--- config.mk ---
export PLATFORM = sky130hd
export DESIGN_NAME = dspac_core
export DESIGN_NICKNAME = d
export VERILOG_FILES = /design/src/dspac_pkg.sv /design/src/dspac_core.sv
export SDC_FILE = /design/constraint.sdc
export NUM_CORES = 1
export LEC_CHECK = 0
export BUFFER_PORTS_ARGS = -buffer_cell sky130_fd_sc_hd__buf_4
export CAP_MARGIN = 15
export CORE_AREA = 5 5 169 236
export CTS_CLUSTER_DIAMETER = 150
export DETAILED_ROUTE_END_ITERATION = 8
export DIE_AREA = 0 0 174 241
export HOLD_SLACK_MARGIN = 0.03
export PLACE_DENSITY = 0.84
export RECOVER_POWER = 100
export SYNTH_ARGS = -nofsm -noshare
export SYNTH_HDL_FRONTEND = slang
export SYNTH_SLANG_ARGS = --single-unit
--- constraint.sdc ---
create_clock -name clock -period 19.6 [get_ports clock]
set_clock_uncertainty 0.15 [all_clocks]
set_input_delay 3.92 -clock clock [delete_from_list [all_inputs] [get_ports clock]]
set_output_delay 3.92 -clock clock [all_outputs]
set_load 0.03 [all_outputs]
--- src/dspac_pkg.sv ---
// Purpose: Shared constants for the slice add and carry path.
// Assumes: Operation select word is eight bits wide.
// Notes:   Widths, field positions, multiplexer codes and reset values.
package dspac_pkg;
  localparam int OP_W          = 8;
  localparam int DATA_W        = 18;
  localparam int PROD_W        = 36;
  localparam int SUM_W         = 48;
  localparam int D_LOW_W       = 12;
  localparam int OP_POST_SUB   = 7;
  localparam int OP_PRE_SUB    = 6;
  localparam int OP_CARRY      = 5;
  localparam int OP_PRE_USE    = 4;
  localparam logic [1:0] X_ZERO   = 2'h0;
  localparam logic [1:0] X_PROD   = 2'h1;
  localparam logic [1:0] X_RESULT = 2'h2;
  localparam logic [1:0] X_CONCAT = 2'h3;
  localparam logic [1:0] Z_ZERO   = 2'h0;
  localparam logic [1:0] Z_CASC   = 2'h1;
  localparam logic [1:0] Z_RESULT = 2'h2;
  localparam logic [1:0] Z_C      = 2'h3;
  localparam logic [SUM_W-1:0] RESULT_RESET = 48'h000000000000;
  localparam logic             CARRY_RESET  = 1'h0;
endpackage : dspac_pkg

--- src/dspac_core.sv ---
// Purpose: Pre-adder, X and Z multiplexers, post-adder and carry selection.
// Assumes: One clock, synchronous active-high reset; multiplier is combinational.
// Notes:   The result register feeds both the result and the cascade output.
// Operation
// - Pre-adder gives D minus or plus B
// - Bit seven selects post-adder subtraction
// - X plus carry, then added to Z
// - Low four bits pick X and Z
// - Carry from upstream or operation bit five
// - Optional carry register delays the carry by one clock
// - All-ones mode subtracts concatenation with pre-adder from C
// - Pre-subtract multiply added to C input
// - Word 00000001 loads product into result
// - Word 00001001 accumulates product each clock
// - Word 00000101 adds product to cascade
// - Pre-adder and post-adder combine three inputs
// - X select: zero, product, result, concatenation
// - Z select: zero, cascade, result, C
// - Bit four routes pre-adder in place of B
// - Product sign-extended to 48 bits
`timescale 1ns/10ps
module dspac_core (
  input  wire logic                          clock,
  input  wire logic                          sys_rst,
  input  wire logic [dspac_pkg::OP_W-1:0]    operation_select,
  input  wire logic                          carry_source_select,
  input  wire logic                          carry_register_cfg,
  input  wire logic                          carry_in_upstream,
  input  wire logic [dspac_pkg::DATA_W-1:0]  a_in,
  input  wire logic [dspac_pkg::DATA_W-1:0]  b_in,
  input  wire logic [dspac_pkg::DATA_W-1:0]  d_in,
  input  wire logic [dspac_pkg::SUM_W-1:0]   c_in,
  input  wire logic [dspac_pkg::SUM_W-1:0]   cascade_sum_in,
  output logic      [dspac_pkg::SUM_W-1:0]   result,
  output logic      [dspac_pkg::SUM_W-1:0]   cascade_sum_out,
  output logic      [dspac_pkg::DATA_W-1:0]  pre_adder_out
);
  import dspac_pkg::*;

  // Both operands are widened to the product width before multiplying, so no product bit is lost.
  function automatic logic [PROD_W-1:0] mult_signed(input logic [DATA_W-1:0] lhs,
                                                    input logic [DATA_W-1:0] rhs);
    logic signed [PROD_W-1:0] lhs_wide;
    logic signed [PROD_W-1:0] rhs_wide;
    lhs_wide    = {{(PROD_W-DATA_W){lhs[DATA_W-1]}}, lhs};
    rhs_wide    = {{(PROD_W-DATA_W){rhs[DATA_W-1]}}, rhs};
    mult_signed = lhs_wide * rhs_wide;
  endfunction : mult_signed

  // Copies the product sign bit up to the post-adder width.
  function automatic logic [SUM_W-1:0] widen_product(input logic [PROD_W-1:0] prod);
    widen_product = {{(SUM_W-PROD_W){prod[PROD_W-1]}}, prod};
  endfunction : widen_product

  logic [DATA_W-1:0] pre_sum;
  logic [DATA_W-1:0] b_sel;
  logic [PROD_W-1:0] product;
  logic [SUM_W-1:0]  x_mux;
  logic [SUM_W-1:0]  z_mux;
  logic              carry_sel;
  logic              carry_reg;
  logic              carry_used;
  logic [SUM_W-1:0]  x_plus_carry;
  logic [SUM_W-1:0]  next_result;
  logic [SUM_W-1:0]  result_reg;

  // Pre-adder on D and B, also usable with the post-adder in one pass.
  assign pre_sum = operation_select[OP_PRE_SUB] ? (d_in - b_in) : (d_in + b_in);
  assign b_sel   = operation_select[OP_PRE_USE] ? pre_sum : b_in;
  assign product = mult_signed(a_in, b_sel);

  always_comb begin
    case (operation_select[1:0])
      X_ZERO:   x_mux = '0;
      X_PROD:   x_mux = widen_product(product);
      X_RESULT: x_mux = result_reg;
      default:  x_mux = {d_in[D_LOW_W-1:0], a_in, b_sel};
    endcase
  end

  always_comb begin
    case (operation_select[3:2])
      Z_ZERO:   z_mux = '0;
      Z_CASC:   z_mux = cascade_sum_in;
      Z_RESULT: z_mux = result_reg;
      default:  z_mux = c_in;
    endcase
  end

  assign carry_sel = carry_source_select ? operation_select[OP_CARRY] : carry_in_upstream;

  always_ff @(posedge clock) begin
    if (sys_rst) begin
      carry_reg <= CARRY_RESET;
    end else begin
      carry_reg <= carry_sel;
    end
  end

  assign carry_used   = carry_register_cfg ? carry_reg : carry_sel;
  assign x_plus_carry = x_mux + SUM_W'(carry_used);
  assign next_result  = operation_select[OP_POST_SUB] ? (z_mux - x_plus_carry) : (z_mux + x_plus_carry);

  always_ff @(posedge clock) begin
    if (sys_rst) begin
      result_reg <= RESULT_RESET;
    end else begin
      result_reg <= next_result;
    end
  end

  assign result          = result_reg;
  assign cascade_sum_out = result_reg;
  assign pre_adder_out   = pre_sum;
endmodule : dspac_core

==> summary.md, run 1 <==
| Metric | Value |
|---|---|
| Critical path launch point type | input port |
| Syn-to-layout area delta | 6.87% |
| CTS tree | yes |
| Cell with the most instances after synthesis | inv_1 |
| # clock sinks | 49 |
| Arr. time, crit path | about 18 ns |
| WP data required | 19.54 ns |
| Drt total wl | about 78 mm |
| Global-route wire length before repair | 122 mm |
| Largest net degree at the start of global routing | 53 |
| Setup crit end kind | register |
| IO Pins | 277 |
| Chip width | 174 µm |
| Die Area | 41900 µm² |
| Cell variety after synth | 101 |
| Area of the multi-input gates | a little under 20000 µm² |
| Core area | 37400 µm² |
| Vias in the first global route | 22800 |
| Top cells by count, synth | inv_1 (407), fa_1 (332), nand2_1 (316) |
| Routed len/inst | ~23 µm |
| Status | finished, violations left |
| Max FFs per register | 48 |
| Fmax | 54.1 MHz |
| Core Rows | 84 |
| Max-Cap Viols | 1 |
| Synthesized flop and latch total | 49 |
| Crit Path Max Fanout | 18 |
| ANT nets after route | 0 |
| Vias | 21600 |
| Finished Cell Area | approximately 25000 µm² |
| Slew HR | -61.8% |
| Gpl congestion | 0.999 |
| Unrepaired setup endpoints after global routing | false |
| Fin crit share | between 90% and 100% |
| CP Buf/Inv Count | 3 |
| Drt drc | 0 |
| CTS Buf Count | 5 |
| PnR worst setup slack | around 1.1 ns |
| Post-cts sizing count | 0 |
| Post-CTS Setup Bufs | 0 |
| Storage element area | 981 µm² |
| Mean post-synth cell area | 7.99 µm² |
| Dpl ws | around 1.2 ns |
| Placed Instance Area | 24900 µm² |
| Grt total ovfl | 0 |
| DP Wirelength | 64.6 mm |
| Fillers | 3245 |
| Clock H-tree levels | 2 |
| Yosys warns | 0 |
| Hold buffer count at CTS | 0 |
| Starting Density | 61.5% |
| Share of cells above drive strength 1 | 9.95% |
| Initial DRC Count | 1736 |
| Worst-path clk slew | 0.07 ns |
| GRT Total Usage | 36.7% |
| Root Driver | clkbuf_16 |
| Critical path class | in2reg |
| Slowest-stage cell, CP | a21oi_2 |
| Port-buffer cells | 276 |
| Slowest Stage Delay on Critical Path | 0.82 ns |
| Longest Clk Path Bufs | 2 |
| Fin. Hold Viols | 0 |
| Min cycle time layout | 18.47 ns |
| Final setup fails | 0 |
| EDFF count, synth | 0 |
| Antenna violations before repair | 0 |
| Die height | 241 µm |
| Post-synth top flop | dfxtp_1 |
| Synth area leader | fa_1 |
| Top delay family on crit path | simple AND/OR/NAND/NOR gates |
| Synth top area share | between 20% and 30% |
| Syn Inst Count | approximately 2900 |
| Top area cells in the synthesized netlist | fa_1 (29%), ha_1 (8.9%), inv_1 (6.6%), nand2_1 (5.2%), dfxtp_1 (4.3%) |
| Mapped Nets | 3536 |
| Clock insertion delay at the later pin of the skew report | around 0.31 ns |
| Mapped cell area | between 20000 and 25000 µm² |
| Pins over their slew limit | 50 |
| First-pass DRT Iterations | 6 |
| Worst Tran Pin Value | ~2.4 ns |
| Total negative slack | 0 ns |
| Vias per cell | 6.25 |
| Register area share after synthesis | 4.27% |
| Ys async rst share | 0% |
| Layout Nets | between 3000 and 4000 |
| Failing checks | capacitance limit, slew limit |
| Cell repeated most along the worst path | a21oi_1 |
| Worst min path class | reg2reg |
cells by family (layout without fill, tap and decap cells):
| family | Yosys count | after routing | share of synthesized area (%) |
|---|---|---|---|
| flip-flops | 49 | 49 | 4.27 |
| XOR/XNOR | 175 | 175 | 6.85 |
| other | 0 | 1 | 0 |
| AND/OR/NAND/NOR | 929 | 929 | 20.2 |
| AO/OA/AOI/OAI | 539 | 539 | 15.9 |
| multiplexers | 88 | 88 | 4.19 |
| buffers and inverters | 601 | 708 | 10.8 |
| adder cells (fa/ha/maj) | 496 | 496 | 37.8 |
worst min-delay path, cell delays in order, from the launching register on:
cell	delay [ns]
dfxtp_1	0.30
mux2_2	0.14
ha_1	0.22
ha_1	0.16
nor2_1	0.04
per-layer routing:
metal	wire [µm]	up-vias	track usage [%]
met3	5910	295	4.69
li1	-	9680	-
met2	40300	1096	68.1
met5	0	-	0
met4	4620	0	17.9
met1	27500	10600	41.6
worst paths after layout:
path	start	to	slack, ns	cells after the start
hold reg to reg	carry_reg$_SDFF_PP0_	cascade_sum_out[0]$_SDFF_PP0_	0.74	4
setup / recovery	b_in[2]	cascade_sum_out[47]$_SDFF_PP0_	1.13	53
hold / removal	carry_reg$_SDFF_PP0_	cascade_sum_out[0]$_SDFF_PP0_	0.74	4
setup reg to reg	cascade_sum_out[0]$_SDFF_PP0_	cascade_sum_out[47]$_SDFF_PP0_	11.96	30
stage by stage:
stage          util [%]  hold WS [ns]  instances
6_report           65.7         0.736       3458
5_1_grt            65.7         0.782       3457
4_1_cts            66.9         0.743       3457
3_5_place_dp       66.4         0.736       3449
3_3_place_gp       66.4         0.726       3449
2_1_floorplan         -         0.628       2877
cell usage in the layout, fill, tap and decap left out, types with 10 or more instances in the layout:
cell type,netlist,final
nand2b_1,33,33
or2_2,13,13
nand3_1,63,63
and2_1,98,93
clkbuf_1,101,115
xnor2_1,110,111
a21o_1,39,39
nor3_1,55,56
o21ai_0,78,79
o21a_1,22,22
xor2_1,60,61
a211oi_1,14,14
mux2_2,64,62
nand2_1,316,316
a22o_1,48,48
a31oi_1,33,33
nor2b_1,61,59
inv_1,407,407
nor4_1,10,10
buf_4,50,179
a21oi_1,157,157
nor2_1,163,163
o211ai_1,22,22
ha_1,164,164
fa_1,332,332
nand4_1,23,23
or3_1,24,24
and3_1,22,22
mux2i_1,23,23
dfxtp_1,49,49
final cells by class:
type                    count  share of cell area, %
inverters                 407                   6.22
clock inverters             1                  0.122
well taps                 473                   2.41
flip-flops and latches     49                   3.99
repair buffers            293                   7.21
diodes                      1                 0.0102
clock buffers               7                  0.580
multi-input cells        2227                   79.5
Power of run 1 is left out: the tool's default activity adds up to more than one toggle a clock period on the data nets, which glitch-free logic cannot reach.
==> run 2: changes to the inputs <==
PLACE_DENSITY = 0.86   (was 0.84)
==> summary.md, run 2 (same netlist as run 1, synthesis figures left out) <==
| Metric | Value |
|---|---|
| Status | finished, violations left |
| Failing checks | capacitance limit, slew limit |
| Max FFs per register | 48 (unchanged) |
| Critical path class | in2reg |
| Crit Path Max Fanout | 19 (+1) |
| # clock sinks | 49 (unchanged) |
| Top delay family on crit path | simple AND/OR/NAND/NOR gates |
| CTS tree | yes |
| Vias in the first global route | 22900 (+0.45%) |
| Reg2Reg Setup Slack | 12.00 ns (+0.04 ns) |
| Most common cell after layout, fill and taps aside | inv_1 |
| Cell repeated most along the worst path | a21oi_1 |
| Fmax | 54.5 MHz (+0.61%) |
| Worst min path class | reg2reg |
| Fin crit share | 93.7% (-0.57 points) |
| Grt total ovfl | 0 (unchanged) |
| DP Wirelength | 63.8 mm (-1.2%) |
| Worst Tran Pin Value | 2.29 ns (-0.134 ns) |
| WP data required | 19.56 ns (+0.02 ns) |
| Critical path launch point type | input port |
| Vias per cell | 6.25 (about the same) |
| Worst-path clk slew | 0.08 ns (about the same) |
| Finished Cell Area | 24600 µm² (about the same) |
| Reg2Reg Depth | 30 (unchanged) |
| Layout Nets | 3644 (+0.055%) |
| Cell depth of the worst setup path | 54 (+1.9%) |
| Fin. Hold Viols | 0 (unchanged) |
| Starting Density | 61.5% (unchanged) |
| Die Area | 41900 µm² (unchanged) |
| Clock insertion delay at the later pin of the skew report | 0.31 ns (about the same) |
| Post-CTS Setup Bufs | 0 (unchanged) |
| Setup crit end kind | register |
| Min cycle time layout | 18.36 ns (-0.112 ns) |
| IO Pins | 277 (unchanged) |
| First-pass DRT Iterations | 6 (unchanged) |
| Chip width | 174 µm (unchanged) |
| Unrepaired setup endpoints after global routing | false |
| Gpl congestion | 1.01 (+0.67%) |
| Share of cells above drive strength 1 | 10.0% (+0.094 points) |
| Core Rows | 84 (unchanged) |
| Global-route wire length before repair | 121 mm (-0.87%) |
| Slowest-stage cell, CP | nor4b_1 |
| Commonest non-fill, non-tap cells in the layout | inv_1 (407), fa_1 (332), nand2_1 (316) |
| CP Capture Point | cascade_sum_out[47]$_SDFF_PP0_ |
| Hold buffer count at CTS | 0 (unchanged) |
| Routed len/inst | 22.2 µm (-1.8%) |
| Port-buffer cells | 276 (unchanged) |
| Largest net degree at the start of global routing | 51 (-3.8%) |
| Longest Clk Path Bufs | 2 (unchanged) |
| Slew HR | -52.9% (+8.9 points) |
| Placed Instance Area | 24900 µm² (about the same) |
| Total negative slack | 0 ns (unchanged) |
| Antenna violations before repair | 1 (+1) |
| ANT nets after route | 0 (unchanged) |
| Die height | 241 µm (unchanged) |
| Max-Cap Viols | 1 (unchanged) |
| Slowest Stage Delay on Critical Path | 0.78 ns (-0.04 ns) |
| Clock H-tree levels | 2 (unchanged) |
| Initial DRC Count | 1705 (-1.8%) |
| Root Driver | clkbuf_16 |
| Arr. time, crit path | 18.32 ns (-0.09 ns) |
| Dpl ws | 1.57 ns (+0.414 ns) |
| CP Buf/Inv Count | 5 (+2) |
| Post-cts sizing count | 0 (unchanged) |
| Fillers | 3309 (+2.0%) |
| Final setup fails | 0 (unchanged) |
| R2r startpoint | cascade_sum_out[0]$_SDFF_PP0_ |
| PnR worst setup slack | 1.24 ns (+0.112 ns) |
| CTS Buf Count | 5 (unchanged) |
| GRT Total Usage | 36.1% (-0.56 points) |
| RR Endpoint | cascade_sum_out[47]$_SDFF_PP0_ |
| Core area | 37400 µm² (unchanged) |
| Setup crit start | b_in[2] |
| Vias | 21600 (+0.0092%) |
| Syn-to-layout area delta | 6.93% (about the same) |
| Drt total wl | 76.9 mm (-1.8%) |
| Drt drc | 0 (unchanged) |
| Pins over their slew limit | 50 (unchanged) |
-- run 2: worst min-delay path by stage --
stage                                         end                  from  depth (start not counted)  slack [ns]
finish              cascade_sum_out[0]$_SDFF_PP0_  carry_reg$_SDFF_PP0_                          4        0.74
global route        cascade_sum_out[0]$_SDFF_PP0_  carry_reg$_SDFF_PP0_                          4        0.78
CTS                 cascade_sum_out[0]$_SDFF_PP0_  carry_reg$_SDFF_PP0_                          4        0.73
detailed placement  cascade_sum_out[0]$_SDFF_PP0_  carry_reg$_SDFF_PP0_                          4        0.71
global placement    cascade_sum_out[0]$_SDFF_PP0_  carry_reg$_SDFF_PP0_                          4        0.72
floorplan           cascade_sum_out[0]$_SDFF_PP0_  carry_reg$_SDFF_PP0_                          4        0.63
-- run 2: per-stage QoR --
step	std cells	utilization (%)	hold WS, ns
after floorplan	2877	-	0.628
final	3460	65.7	0.737
after CTS	3459	66.9	0.729
after global routing	3460	65.7	0.781
after detailed placement	3451	66.5	0.711
after global placement	3451	66.5	0.715
-- run 2: routing by layer --
metal	track usage (%)	vias to the layer above	share of wire [%]
met5	0	-	0
met4	20.0	0	6.6
met3	4.51	312	7.3
met2	65.9	1135	51
met1	41.1	10500	35
li1	-	9688	-
-- run 2: final cells by class --
type	instances	area (µm²)	area share, %
diodes	1	2.50	0.0102
clock buffers	5	125	0.509
clock inverters	3	46.3	0.188
inverters	407	1530	6.21
multi-input cells	2227	19500	79.4
flip-flops and latches	49	981	3.99
well taps	473	592	2.41
repair buffers	295	1790	7.28
-- run 2: worst register-to-register path: cells and delay by family, from the launching register on --
family,cells,cell delay [ns]
simple gates,16,3.59
compound gates,10,2.25
fa+ha+maj,3,0.74
flops,1,0.41
xor+xnor,1,0.24
Power of run 2 is left out for the same reason.
==> run 3: changes to the inputs <==
ABC_AREA = 1   (was default)
CORE_AREA = 5 5 195 272   (was 5 5 169 236)
DIE_AREA = 0 0 200 277   (was 0 0 174 241)
PLACE_DENSITY = 0.7   (was 0.86)
==> summary.md, run 3 <==
| Metric | Value |
|---|---|
| Antenna violations before repair | 4 (+3) |
| IO Pins | 277 (unchanged) |
| GRT Total Usage | 33.3% (-2.8 points) |
| Fin crit share | 85.5% (-8.1 points) |
| Routed len/inst | 19.8 µm (-11%) |
| Port-buffer cells | 276 (unchanged) |
| Core Rows | 98 (+17%) |
| Syn-to-layout area delta | 7.71% |
| Vias | 24900 (+15%) |
| Synth area leader | fa_1 |
| Vias per cell | 5.33 (-15%) |
| Pins over their slew limit | 8 (-84%) |
| Clock insertion delay at the later pin of the skew report | 0.32 ns (about the same) |
| Total negative slack | 0 ns (unchanged) |
| Mapped Nets | 4511 (+28%) |
| Crit Path Max Fanout | 15 (-4) |
| ANT nets after route | 0 (unchanged) |
| Vias in the first global route | 25900 (+13%) |
| Ys async rst share | 0% (unchanged) |
| Placed Instance Area | 26500 µm² (+6.6%) |
| Most common cell after layout, fill and taps aside | nand2_1 |
| Global-route wire length before repair | 143 mm (+18%) |
| Largest net degree at the start of global routing | 61 (+20%) |
| Fmax | 59.7 MHz (+9.5%) |
| Clock H-tree levels | 2 (unchanged) |
| Slowest-stage cell, CP | fa_1 |
| Post-CTS Setup Bufs | 0 (unchanged) |
| CTS tree | yes |
| Chip width | 200 µm (+15%) |
| Synthesized flop and latch total | 49 (unchanged) |
| Failing checks | capacitance limit, slew limit |
| Largest family of logic cells by synthesized area | adder cells |
| Fin. Hold Viols | 0 (unchanged) |
| Root Driver | clkbuf_16 |
| Share of cells above drive strength 1 | 6.54% (-3.5 points) |
| Worst Tran Pin Value | 2.06 ns (-0.233 ns) |
| Finished Cell Area | 26200 µm² (+6.4%) |
| Yosys warns | 0 (unchanged) |
| Worst-path clk slew | 0.08 ns (about the same) |
| Hold Path Sink | cascade_sum_out[0]$_SDFF_PP0_ |
| Die Area | 55400 µm² (+32%) |
| Critical path launch point type | input port |
| Mux share of post-synthesis cell area | 0.0412% (-4.2 points) |
| Min-Delay Path Depth | 5 (+1) |
| WP data required | 19.66 ns (+0.10 ns) |
| CTS Buf Count | 5 (unchanged) |
| Worst min path class | reg2reg |
| Top cells by count, synth | nand2_1 (1067), inv_1 (784), nor2_1 (421) |
| Synth Area in Adders | 35.8% (-2.0 points) |
| Hold_sp | carry_reg$_SDFF_PP0_ |
| First-pass DRT Iterations | 6 (unchanged) |
| Drt drc | 0 (unchanged) |
| Core area | 50500 µm² (+35%) |
| DP Wirelength | 80.6 mm (+26%) |
| Post-synth top flop | dfxtp_1 |
| Starting Density | 48.1% (-13 points) |
| Setup crit end kind | register |
| Initial DRC Count | 1545 (-9.4%) |
| Slew HR | -38.9% (+14 points) |
| Status | finished, violations left |
| Final setup fails | 0 (unchanged) |
| Reg2Reg Setup Slack | 13.03 ns (+1.03 ns) |
| Setup crit start | operation_select[6] |
| RR Endpoint | cascade_sum_out[45]$_SDFF_PP0_ |
| Syn Inst Count | 3852 (+34%) |
| Max FFs per register | 48 (unchanged) |
| Critical path class | in2reg |
| Layout Nets | 4666 (+28%) |
| Drt total wl | 92.5 mm (+20%) |
| Synth top area share | 27.4% (-1.5 points) |
| Gpl congestion | 1.03 (+2.7%) |
| Cell repeated most along the worst path | nand2_1 |
| Longest Clk Path Bufs | 2 (unchanged) |
| Simple-Gate Fraction of Synth Area | 32.7% (+13 points) |
| Post-cts sizing count | 0 (unchanged) |
| Synth Area in XOR/XNOR | 2.65% (-4.2 points) |
| Register area share after synthesis | 4.04% (-0.23 points) |
| Cell with the most instances after synthesis | nand2_1 |
| EDFF count, synth | 0 (unchanged) |
| Max-Cap Viols | 1 (unchanged) |
| Cell variety after synth | 54 (-47%) |
| Slowest Stage Delay on Critical Path | 0.60 ns (-0.18 ns) |
| R2r startpoint | cascade_sum_out[0]$_SDFF_PP0_ |
| Top area cells in the synthesized netlist | fa_1 (27%), nand2_1 (16%), inv_1 (12%), ha_1 (8.5%), nor2_1 (6.5%) |
| Hold buffer count at CTS | 0 (unchanged) |
| Min cycle time layout | 16.76 ns (-1.60 ns) |
| Complex-gate fraction of the synthesized area | 9.13% (-6.7 points) |
| # clock sinks | 49 (unchanged) |
| Die height | 277 µm (+15%) |
| Mapped cell area | 24300 µm² (+5.6%) |
| Arr. time, crit path | 16.82 ns (-1.50 ns) |
| Commonest non-fill, non-tap cells in the layout | nand2_1 (1069), inv_1 (786), nor2_1 (426) |
| Unrepaired setup endpoints after global routing | false |
| Grt total ovfl | 0 (unchanged) |
| Reg2Reg Depth | 37 (+23%) |
| Mean post-synth cell area | 6.30 µm² (-21%) |
==> run 3: cell count changes in the layout (fill, tap and decap cells not counted), moves of 39 or more <==
cell	previous run	this run
a22o_1	48	0
xnor2_1	111	14
nand4_1	23	62
nand3_1	63	226
nand2_1	316	1069
mux2_2	62	0
nor2_1	163	426
inv_1	407	786
nor2b_1	59	0
and2_1	93	10
==> run 3: worst max-delay path: cells and delay by family <==
family | cells | cell delay, ns
buffers and inverters | 9 | 1.68
xor gates and xnor gates | 3 | 0.70
adders and majority gates | 9 | 4.23
AOI/OAI and AO/OA | 5 | 1.10
and+or+nand+nor | 35 | 5.16
==> run 3: worst max path at each step <==
| stage | endpoint | cells after the start |
|---|---|---|
| 2_1_floorplan | cascade_sum_out[42]$_SDFF_PP0_ | 67 |
| 3_3_place_gp | cascade_sum_out[44]$_SDFF_PP0_ | 69 |
| 3_5_place_dp | cascade_sum_out[44]$_SDFF_PP0_ | 68 |
| 4_1_cts | cascade_sum_out[44]$_SDFF_PP0_ | 68 |
| 5_1_grt | cascade_sum_out[40]$_SDFF_PP0_ | 68 |
| 6_report | cascade_sum_out[44]$_SDFF_PP0_ | 61 |
==> run 3: metal layers <==
layer / GRT usage (%) / part of all wire [%] / vias to the layer above
met5: 0 / 0 / -
met4: 23.4 / 9.0 / 0
met3: 3.18 / 4.6 / 268
li1: - / - / 12000
met2: 60.5 / 51 / 814
met1: 35.4 / 35 / 11800
==> run 3: through the flow <==
step | hold WS (ns) | setup slack (ns) | instances | util [%]
2_1_floorplan | 0.586 | 5.20 | 3852 | -
3_3_place_gp | 0.718 | 2.73 | 4650 | 52.5
3_5_place_dp | 0.741 | 2.78 | 4650 | 52.5
4_1_cts | 0.744 | 3.05 | 4658 | 52.7
5_1_grt | 0.770 | 1.63 | 4662 | 51.8
6_report | 0.727 | 2.84 | 4662 | 51.8
==> run 3: cells by family after synthesis <==
kind of cell	after synthesis
simple gates	1887
buf+inv	949
fa+ha+maj	496
compound gates	401
xor+xnor	69
flops	49
mux	1
==> run 3: cell type report <==
cell class | instances | area (µm²)
flip-flops and latches | 49 | 981
multi-input cells | 2854 | 19400
fillers | 5478 | 24400
repair buffers | 286 | 1720
clock inverters | 1 | 7.51
diodes | 4 | 10.0
clock buffers | 7 | 133
inverters | 811 | 3040
well taps | 650 | 813
Power of run 3 is left out for the same reason.
